**config.mk**
```make
export PLATFORM = sky130hd
export DESIGN_NAME = lcp_line_timing
export DESIGN_NICKNAME = d
export VERILOG_FILES = /design/src/lcp_pkg.sv /design/src/lcp_line_timing.sv
export SDC_FILE = /design/constraint.sdc
export NUM_CORES = 1
export LEC_CHECK = 0
export BUFFER_PORTS_ARGS = -buffer_cell sky130_fd_sc_hd__buf_2
export CAP_MARGIN = 20
export CORE_MARGIN = 1
export CORE_UTILIZATION = 38
export DETAILED_ROUTE_END_ITERATION = 6
export GPL_TIMING_DRIVEN = 0
export MAX_ROUTING_LAYER = met4
export SLEW_MARGIN = 20
export SYNTH_ARGS = -nofsm -noshare
export SYNTH_HDL_FRONTEND = slang
export SYNTH_SLANG_ARGS = --single-unit
export TNS_END_PERCENT = 20
```
**constraint.sdc**
```tcl
create_clock -name clk -period 10.1 [get_ports clk]
set_clock_uncertainty 0.1 [all_clocks]
set_input_delay 1.01 -clock clk [delete_from_list [all_inputs] [get_ports clk]]
set_output_delay 1.01 -clock clk [all_outputs]
set_load 0.005 [all_outputs]
```
**src/lcp_pkg.sv**
```systemverilog
// Package: register map, field layout, timing constants and carrier types of the LCD line timing block
package lcp_pkg;
  // ---------------------------------------------------------------------------
  // Register indices (byte address = 4 * index)
  // ---------------------------------------------------------------------------
  localparam logic [7:0] LINE_PERIOD_IDX = 8'hc6;
  localparam logic [7:0] LATCH_RISE_IDX = 8'hc8;
  localparam logic [7:0] LATCH_FALL_IDX = 8'hc9;
  localparam logic [7:0] PANEL_WIDTH_IDX = 8'hca;
  localparam logic [7:0] PANEL_HEIGHT_IDX = 8'hcb;
  localparam logic [7:0] PANEL_MODE_IDX = 8'hcc;
  localparam logic [7:0] PANEL_CTRL_IDX = 8'hcd;
  localparam logic [7:0] PANEL_STATUS_IDX = 8'hce;

  // ---------------------------------------------------------------------------
  // Reset values
  // ---------------------------------------------------------------------------
  localparam logic [7:0] LINE_PERIOD_RST = 8'h1f;
  localparam logic [7:0] LATCH_RISE_RST = 8'h00;
  localparam logic [7:0] LATCH_FALL_RST = 8'h00;
  localparam logic [7:0] PANEL_WIDTH_RST = 8'h00;
  localparam logic [7:0] PANEL_HEIGHT_RST = 8'h00;
  localparam logic [7:0] PANEL_MODE_RST = 8'h00;
  localparam logic [7:0] PANEL_CTRL_RST = 8'h00;

  // ---------------------------------------------------------------------------
  // Field positions
  // ---------------------------------------------------------------------------
  localparam int DELAY_FIELD_MSB = 4;
  localparam int LATE_FALL_BIT = 5;
  localparam int PULSE_TYPE_LSB = 6;
  localparam int LINE_DOUBLING_BIT = 5;
  localparam int GRAPHICS_RES_BIT = 6;
  localparam int REVERSE_VIDEO_BIT = 0;
  localparam int BLANK_BIT = 1;
  localparam int CENTER_BIT = 2;
  localparam int SEQ_DELAY_LSB = 3;
  localparam int DOWN_SEQ_EN_BIT = 5;
  localparam int UP_SEQ_EN_BIT = 6;
  localparam int PANEL_ON_BIT = 0;
  localparam logic [7:0] MODE_WRITE_MASK = 8'h7f;
  localparam logic [7:0] RISE_WRITE_MASK = 8'h7f;

  // ---------------------------------------------------------------------------
  // Line geometry and timing
  // ---------------------------------------------------------------------------
  localparam logic [8:0] TAIL_CONTINUOUS = 9'h002;
  localparam logic [8:0] TAIL_SUPPRESSED = 9'h004;
  localparam int CLK_MHZ = 50;
  localparam int SEQ_BASE_US_X10 = 75000;
  localparam int SEQ_BASE_CYCLES = SEQ_BASE_US_X10 * CLK_MHZ / 10;

  typedef enum logic [2:0] {
    PWR_OFF = 3'b000,
    PWR_UP1 = 3'b001,
    PWR_UP2 = 3'b011,
    PWR_ON = 3'b010,
    PWR_DN1 = 3'b110,
    PWR_DN2 = 3'b111
  } lcp_pwr_state_t;

  typedef struct packed {
    logic frame_start;
    logic line_latch_pulse;
    logic panel_shift_clock;
  } lcp_panel_t;

  typedef struct packed {
    logic bias_enable;
    logic signals_enable;
    logic logic_power_enable;
  } lcp_power_t;
endpackage : lcp_pkg

```
**src/lcp_line_timing.sv**
```systemverilog
// Design: LCD line latch pulse timing, panel geometry, power sequencing and APB register file
//
// Local design decision: register access over APB.
`timescale 1ns/1ps
module lcp_line_timing
  import lcp_pkg::*;
#(
  parameter int SEQ_STEP_CYCLES = SEQ_BASE_CYCLES
) (
  input wire logic clk,
  input wire logic reset_n,
  input wire logic psel,
  input wire logic penable,
  input wire logic pwrite,
  input wire logic [11:0] paddr,
  input wire logic [31:0] pwdata,
  output logic [31:0] prdata,
  output logic pready,
  output logic pslverr,
  input wire logic pixel_clock_in,
  output lcp_panel_t panel,
  output lcp_power_t power,
  output logic [8:0] image_row,
  output logic reverse_video
);
  // ---------------------------------------------------------------------------
  // Register file
  // ---------------------------------------------------------------------------
  logic [7:0] line_period_reg;
  logic [7:0] latch_rise_timing_reg;
  logic [7:0] latch_fall_timing_reg;
  logic [7:0] panel_width_reg;
  logic [7:0] panel_height_reg;
  logic [7:0] panel_mode_reg;
  logic [7:0] panel_ctrl_reg;
  logic [31:0] prdata_reg;
  logic [8:0] line_cnt_reg;
  lcp_pwr_state_t pwr_state_reg;

  wire [7:0] reg_index = paddr[9:2];
  wire addr_high_zero = (paddr[11:10] == 2'b00);
  wire sel_period = addr_high_zero && (reg_index == LINE_PERIOD_IDX);
  wire sel_rise = addr_high_zero && (reg_index == LATCH_RISE_IDX);
  wire sel_fall = addr_high_zero && (reg_index == LATCH_FALL_IDX);
  wire sel_width = addr_high_zero && (reg_index == PANEL_WIDTH_IDX);
  wire sel_height = addr_high_zero && (reg_index == PANEL_HEIGHT_IDX);
  wire sel_mode = addr_high_zero && (reg_index == PANEL_MODE_IDX);
  wire sel_ctrl = addr_high_zero && (reg_index == PANEL_CTRL_IDX);
  wire sel_status = addr_high_zero && (reg_index == PANEL_STATUS_IDX);
  wire addr_hit = sel_period | sel_rise | sel_fall | sel_width | sel_height | sel_mode | sel_ctrl | sel_status;
  wire access_phase = psel && penable;
  wire wr_en = access_phase && pwrite && addr_hit;
  wire setup_phase = psel && !penable;

  // Reads are captured in the setup cycle so prdata comes from a flop; the slave never stalls
  assign pready = 1'b1;
  assign pslverr = access_phase && !addr_hit;
  assign prdata = prdata_reg;

  wire pwr_stable_on = (pwr_state_reg == PWR_ON);
  wire [31:0] status_word = {19'h00000, pwr_stable_on, 3'h0, line_cnt_reg};
  wire [31:0] read_mux =
    sel_period ? {24'h000000, line_period_reg} :
    sel_rise ? {24'h000000, latch_rise_timing_reg} :
    sel_fall ? {24'h000000, latch_fall_timing_reg} :
    sel_width ? {24'h000000, panel_width_reg} :
    sel_height ? {24'h000000, panel_height_reg} :
    sel_mode ? {24'h000000, panel_mode_reg} :
    sel_ctrl ? {24'h000000, panel_ctrl_reg} :
    sel_status ? status_word : 32'h00000000;

  always_ff @(posedge clk) begin
    if (!reset_n) begin
      line_period_reg <= LINE_PERIOD_RST;
      latch_rise_timing_reg <= LATCH_RISE_RST;
      latch_fall_timing_reg <= LATCH_FALL_RST;
    end else begin
      if (wr_en && sel_period) line_period_reg <= {3'h0, pwdata[DELAY_FIELD_MSB:0]};
      if (wr_en && sel_rise) latch_rise_timing_reg <= pwdata[7:0] & RISE_WRITE_MASK;
      if (wr_en && sel_fall) latch_fall_timing_reg <= pwdata[7:0];
    end
  end

  // Panel geometry, mode and control
  always_ff @(posedge clk) begin
    if (!reset_n) begin
      panel_width_reg <= PANEL_WIDTH_RST;
      panel_height_reg <= PANEL_HEIGHT_RST;
      panel_mode_reg <= PANEL_MODE_RST;
      panel_ctrl_reg <= PANEL_CTRL_RST;
    end else begin
      if (wr_en && sel_width) panel_width_reg <= pwdata[7:0];
      if (wr_en && sel_height) panel_height_reg <= pwdata[7:0];
      if (wr_en && sel_mode) panel_mode_reg <= pwdata[7:0] & MODE_WRITE_MASK;
      if (wr_en && sel_ctrl) panel_ctrl_reg <= {7'h00, pwdata[PANEL_ON_BIT]};
    end
  end

  always_ff @(posedge clk) begin
    if (!reset_n) prdata_reg <= 32'h00000000;
    else if (setup_phase) prdata_reg <= read_mux;
  end

  // ---------------------------------------------------------------------------
  // Field decode
  // ---------------------------------------------------------------------------
  wire [4:0] line_period_select = line_period_reg[DELAY_FIELD_MSB:0];
  wire [4:0] rise_delay_select = latch_rise_timing_reg[DELAY_FIELD_MSB:0];
  wire [4:0] fall_delay_select = latch_fall_timing_reg[DELAY_FIELD_MSB:0];
  wire late_fall_mode = latch_fall_timing_reg[LATE_FALL_BIT];
  wire [1:0] latch_pulse_type = latch_fall_timing_reg[PULSE_TYPE_LSB +: 2];
  wire line_doubling = latch_rise_timing_reg[LINE_DOUBLING_BIT];
  wire [7:0] panel_width_field = panel_width_reg;
  wire [7:0] panel_height_field = panel_height_reg;
  wire [1:0] power_sequence_delay = panel_mode_reg[SEQ_DELAY_LSB +: 2];
  wire power_up_sequence_enable = panel_mode_reg[UP_SEQ_EN_BIT];
  wire power_down_sequence_enable = panel_mode_reg[DOWN_SEQ_EN_BIT];
  wire panel_on_request = panel_ctrl_reg[PANEL_ON_BIT];

  // ---------------------------------------------------------------------------
  // Pixel clock synchroniser and edge detect
  // ---------------------------------------------------------------------------
  logic pclk_meta_reg;
  logic pclk_sync_reg;
  logic pclk_prev_reg;
  always_ff @(posedge clk) begin
    if (!reset_n) begin
      pclk_meta_reg <= 1'b0;
      pclk_sync_reg <= 1'b0;
      pclk_prev_reg <= 1'b0;
    end else begin
      pclk_meta_reg <= pixel_clock_in;
      pclk_sync_reg <= pclk_meta_reg;
      pclk_prev_reg <= pclk_sync_reg;
    end
  end
  wire pix_tick = pclk_sync_reg && !pclk_prev_reg;

  // ---------------------------------------------------------------------------
  // Line sequencer: data shift periods, then the tail periods
  // ---------------------------------------------------------------------------
  // A line carries panel_width_field+1 data shift periods before the tail; the shift period is
  // line_period_select+1 pixel clocks, so the fall delay must stay below that field.
  logic [4:0] pix_cnt_reg;
  logic [8:0] shift_cnt_reg;
  logic shift_clock_reg;
  logic latch_reg;
  logic frame_start_reg;

  wire suppress_type = (latch_pulse_type != 2'b00);
  wire [8:0] data_periods = {1'b0, panel_width_field} + 9'h001;
  wire [8:0] tail_len = suppress_type ? TAIL_SUPPRESSED : TAIL_CONTINUOUS;
  wire [8:0] line_last = data_periods + tail_len - 9'h001;
  wire [8:0] type_extra = (latch_pulse_type == 2'b11) ? 9'h002 :
                          (latch_pulse_type == 2'b10) ? 9'h001 : 9'h000;
  wire [8:0] rise_period = data_periods + type_extra;
  // The fall is placed relative to the rise period, so the width never depends on the type
  wire [8:0] fall_period = rise_period + {8'h00, late_fall_mode};
  wire [5:0] rise_offset = {1'b0, rise_delay_select} + 6'h01;
  wire [5:0] fall_offset = {1'b0, fall_delay_select} + 6'h01;

  wire period_end = (pix_cnt_reg == line_period_select);
  wire line_end = period_end && (shift_cnt_reg >= line_last);
  // The pixel counter restarts on every shift rise, real or held back
  wire [4:0] pix_nxt = period_end ? 5'h00 : pix_cnt_reg + 5'h01;
  wire [8:0] shift_nxt = line_end ? 9'h000 : (period_end ? shift_cnt_reg + 9'h001 : shift_cnt_reg);
  wire in_suppress = suppress_type && (shift_nxt >= data_periods);
  wire shift_high_nxt = ({1'b0, pix_nxt} <= {2'b00, line_period_select[4:1]}) && !in_suppress;
  wire rise_hit = (shift_nxt == rise_period) && ({1'b0, pix_nxt} == rise_offset);
  wire fall_hit = (shift_nxt == fall_period) && ({1'b0, pix_nxt} == fall_offset);

  // ---------------------------------------------------------------------------
  // Frame and row tracking
  // ---------------------------------------------------------------------------
  wire [8:0] panel_lines = {panel_height_field, 1'b0} + 9'h002;
  wire frame_end = line_end && (line_cnt_reg >= panel_lines - 9'h001);
  wire [8:0] line_nxt = frame_end ? 9'h000 : (line_end ? line_cnt_reg + 9'h001 : line_cnt_reg);
  // Each image row is shown on two panel lines when doubling
  wire [8:0] row_nxt = line_doubling ? {1'b0, line_nxt[8:1]} : line_nxt;

  // Fall has priority when both hits land on one tick
  wire latch_next = fall_hit ? 1'b0 : (rise_hit ? 1'b1 : latch_reg);
  wire frame_start_next = (line_nxt == 9'h000) && (shift_nxt < data_periods);
  logic sig_en;

  // Position counters run while the panel is dark, so a re-enabled panel resumes mid-frame
  always_ff @(posedge clk) begin
    if (!reset_n) begin
      pix_cnt_reg <= 5'h00;
      shift_cnt_reg <= 9'h000;
      line_cnt_reg <= 9'h000;
      image_row <= 9'h000;
    end else if (pix_tick) begin
      pix_cnt_reg <= pix_nxt;
      shift_cnt_reg <= shift_nxt;
      line_cnt_reg <= line_nxt;
      image_row <= row_nxt;
    end
  end

  // Panel lines drop on the first clk with signals off instead of waiting for a pixel tick
  always_ff @(posedge clk) begin
    if (!reset_n || !sig_en) begin
      shift_clock_reg <= 1'b0;
      latch_reg <= 1'b0;
      frame_start_reg <= 1'b0;
    end else if (pix_tick) begin
      shift_clock_reg <= shift_high_nxt;
      latch_reg <= latch_next;
      frame_start_reg <= frame_start_next;
    end
  end

  assign panel.panel_shift_clock = shift_clock_reg;
  assign panel.line_latch_pulse = latch_reg;
  assign panel.frame_start = frame_start_reg;

  // ---------------------------------------------------------------------------
  // Panel power sequencing
  // ---------------------------------------------------------------------------
  // Step delay doubles per code: 00..11 give 1x, 2x, 4x, 8x the base step
  logic [23:0] seq_cnt_reg;
  lcp_pwr_state_t pwr_state_next;
  logic [2:0] pwr_out_reg;
  wire [23:0] seq_target = 24'(SEQ_STEP_CYCLES) << power_sequence_delay;
  wire seq_done = (seq_cnt_reg >= seq_target - 24'h000001);

  always_comb begin
    pwr_state_next = pwr_state_reg;
    case (pwr_state_reg)
      PWR_OFF: begin
        if (panel_on_request) pwr_state_next = power_up_sequence_enable ? PWR_UP1 : PWR_ON;
      end
      PWR_UP1: begin
        if (!panel_on_request) pwr_state_next = PWR_OFF;
        else if (seq_done) pwr_state_next = PWR_UP2;
      end
      PWR_UP2: begin
        if (!panel_on_request) pwr_state_next = PWR_DN1;
        else if (seq_done) pwr_state_next = PWR_ON;
      end
      PWR_ON: begin
        if (!panel_on_request) pwr_state_next = power_down_sequence_enable ? PWR_DN1 : PWR_OFF;
      end
      PWR_DN1: begin
        if (seq_done) pwr_state_next = PWR_DN2;
      end
      PWR_DN2: begin
        if (seq_done) pwr_state_next = PWR_OFF;
      end
      default: pwr_state_next = PWR_OFF;
    endcase
  end

  // Outputs per state: {bias, clocks and data, logic power}
  wire [2:0] pwr_out_next =
    (pwr_state_next == PWR_UP1) ? 3'h1 :
    (pwr_state_next == PWR_UP2) ? 3'h3 :
    (pwr_state_next == PWR_ON) ? 3'h7 :
    (pwr_state_next == PWR_DN1) ? 3'h3 :
    (pwr_state_next == PWR_DN2) ? 3'h1 : 3'h0;

  always_ff @(posedge clk) begin
    if (!reset_n) begin
      pwr_state_reg <= PWR_OFF;
      seq_cnt_reg <= 24'h000000;
      pwr_out_reg <= 3'h0;
    end else begin
      pwr_state_reg <= pwr_state_next;
      seq_cnt_reg <= (pwr_state_next != pwr_state_reg) ? 24'h000000 : seq_cnt_reg + 24'h000001;
      pwr_out_reg <= pwr_out_next;
    end
  end

  assign sig_en = pwr_out_reg[1];
  assign power.logic_power_enable = pwr_out_reg[0];
  assign power.signals_enable = pwr_out_reg[1];
  assign power.bias_enable = pwr_out_reg[2];

  logic reverse_video_reg;
  always_ff @(posedge clk) begin
    if (!reset_n) reverse_video_reg <= 1'b0;
    else reverse_video_reg <= panel_mode_reg[REVERSE_VIDEO_BIT];
  end
  assign reverse_video = reverse_video_reg;
endmodule : lcp_line_timing

```
==> results by group <==
Yosys
  – Sequential area share after synthesis: 27.8%
  – Post-Synthesis Cells: 1108
  – Yosys top cell area share: 27.8%
  – EDFF count, synth: 0
  – Synth Area in Simple Gates: 22.9%
  – Largest cells by area after synthesis: dfxtp_1, ha_1, mux2i_1
  – Share of synthesized cell area in full adder, half adder and majority cells: 11.3%
  – Synth Area in Compound Gates: 16.4%
  – Proportion of synthesized area in mux cells: 7.11%
  – Synth Area in XOR/XNOR: 7.76%
  – Post-Syn Area: 8860 sq um
  – Ys flop type: dfxtp_1
  – Synth area leader: dfxtp_1
  – Post-synthesis register bit count: 123
  – Library cells used by synthesis: 75
  – Syn_area_per_cell: 7.99 sq um
  – Ys async rst share: 0%
  – Synth Warn #: 0
  – Largest family of logic cells by synthesized area: simple AND/OR/NAND/NOR gates

Clock tree
  – Clk pin slew, worst setup/hold paths: 60 ps
  – Clock tree buffer depth: 2
  – # Post-CTS Setup Buffers: 0
  – Worst-Skew Late Latency: 420 ps
  – CTS root buffer: clkbuf_16
  – H-tree Lvls: 4
  – Cts bufs inserted: 17
  – CTS tree: done
  – CTS sink count: 123
  – Hold-fix buffers at CTS: 0
  – Post-CTS resize count: 0

Routing
  – Initial DRC Count: 549
  – # DRC: 0
  – WL final: 25800 um
  – Vias: 8135
  – Routed Antenna Nets: 0
  – Vias per cell: 5.34
  – Wirelength per Cell: 17.0 um
  – DRT Pass-1 Iters: 7

Global routing
  – Total global-route track usage: 22.8%
  – Grt total ovfl: 0
  – Largest net degree at the start of global routing: 17
  – Initial antenna violation count: 0
  – First-pass GRT wire length: 41000 um
  – Vias in the first global route: 7445

Min path
  – HP Start: pclk_meta_reg
  – Hold crit path type: flop to flop

Setup path
  – Startpoint types: flop
  – Start point of the critical path: panel_width_field[0]
  – CP dominant cell by count: ha_1
  – Delay-heaviest family, CP: compound AO/OA/AOI/OAI gates
  – Worst Path Class, Setup: flop to flop
  – Crit-path slowest cell: nor4_1
  – CP max stage delay: 700 ps
  – CP Capture Type: flop
  – WP buf/inv: 1
  – Worst-path maximum fanout: 9
  – WP data arrival: 7110 ps
  – FF-to-FF Start: panel_width_field[0]
  – Required time worst endpoint: 10310 ps

Floorplanning
  – Die area: 23900 sq um
  – Starting density of the core: 38.9%
  – Die Y: 155 um
  – DIE WIDTH: 155 um
  – Area of the core: 22800 sq um
  – Rows: 55
  – Top Ports: 100

Timing
  – Period utilisation layout: 68.4%
  – Final Hold Viols: 0
  – Tmin final: 6910 ps
  – Slew Limit Fails: 0
  – Final TNS setup: 0 ps
  – Achievable Freq: 145 MHz
  – RSZ-0062 raised after global routing: false
  – Finish-stage setup viols: 0
  – Slew margin rel.: 37.9%
  – Slew of the pin with the lowest slew margin: 932 ps
  – Setup ws final: 3190 ps

Power
  – Overall power: 1240 uW
  – Leak Pwr: 0.00410 uW
  – Max VDD drop: 0.0866 mV
  – Power Density: 122 nW/um^2

Flow run
  – Max-cap violations: 0

Layout
  – Nets: 1324
  – Final Core Density: 44.7%
  – Fill count: 2346
  – Multi-input logic area: 5900 sq um
  – Ant diodes: 0
  – Share of layout cells above drive strength 1: 11.2%
  – Area occupied by registers: 2460 sq um
  – Max reg flops: 24
  – Synthesis-to-finish area growth: 15.0%
  – Finished Layout Cells: 1522

Place
  – Count of input and output buffers: 46
  – Place WS: 3380 ps
  – GP Congestion: 0.918
  – Hpwl dp: 19700 um
  – Inst Count DP: 1490

Status
  – Status: complete, no violations
==> power by group <==
part	leakage [uW]	internal [uW]	switching (uW)	total, uW
combinational	0.00282	36.5	65.8	102
clock	0.000284	402	239	641
sequential	0.000994	492	7.13	499
total	0.00410	930	312	1240
==> routing by layer <==
metal / global-route usage [%] / up-vias / wire [um]
li1: - / 4067 / -
met1: 30.2 / 3786 / 12200
met2: 35.5 / 249 / 11800
met3: 4.03 / 33 / 1470
met4: 6.65 / 0 / 393
met5: - / - / 0
==> worst paths after layout <==
path,end,slack [ps],depth (start not counted)
max,frame_start_reg,3190,25
min,pclk_sync_reg,340,1
max reg2reg,frame_start_reg,3190,25
min reg2reg,pclk_sync_reg,340,1
==> stage by stage <==
step	instance area [sq um]	hold WS, ps
2_1_floorplan	8940	312
3_3_place_gp	9560	322
5_1_grt	10200	366
4_1_cts	10200	342
6_report	10200	339
3_5_place_dp	9560	329
==> cell families (layout without fill, tap and decap cells) <==
| kind of cell | after synthesis | in the layout |
|---|---|---|
| AND/OR/NAND/NOR | 415 | 415 |
| AO/OA/AOI/OAI | 226 | 226 |
| buffers and inverters | 127 | 205 |
| flip-flops | 123 | 123 |
| adder cells (fa/ha/maj) | 79 | 79 |
| XOR/XNOR | 76 | 76 |
| multiplexers | 60 | 60 |
| other | 2 | 25 |
==> final cells by class <==
class	instances	share of cell area, %
multi-input cells	881	57.9
repair buffers	46	2.26
clock inverters	13	1.63
well taps	313	3.85
flip-flops and latches	123	24.2
plain buffers	76	3.83
inverters	51	1.88
clock buffers	19	4.45
==> synth_stat cells, drive strengths merged, types with 17 or more instances <==
cell and instances:
xor2 34, xnor2 41, mux2i 55, inv 50, clkbuf 42, nand2 87, dfxtp 123, nor2 140
o21ai 55, nor3 31, a21oi 63, ha 76, nand4 17, nand3 42, buf 34
==> layout by cell type (no fill, tap or decap), drive strengths merged, types with 7 or more instances in the layout <==
master	instances
a21o	12
nor3	31
o21ai	55
nand3b	9
buf	80
nand2b	10
dfxtp	123
xnor2	41
xor2	34
nor2	140
a21oi	63
conb	25
inv	52
and2	10
a211oi	14
nor4	12
nand4	17
ha	76
o31ai	7
and3	14
nand3	42
a221oi	7
nand2	87
clkbuf	61
mux2i	55
nor2b	13
or3	7
a31oi	11
No activity file was read; power rests on OpenSTA's default activity.
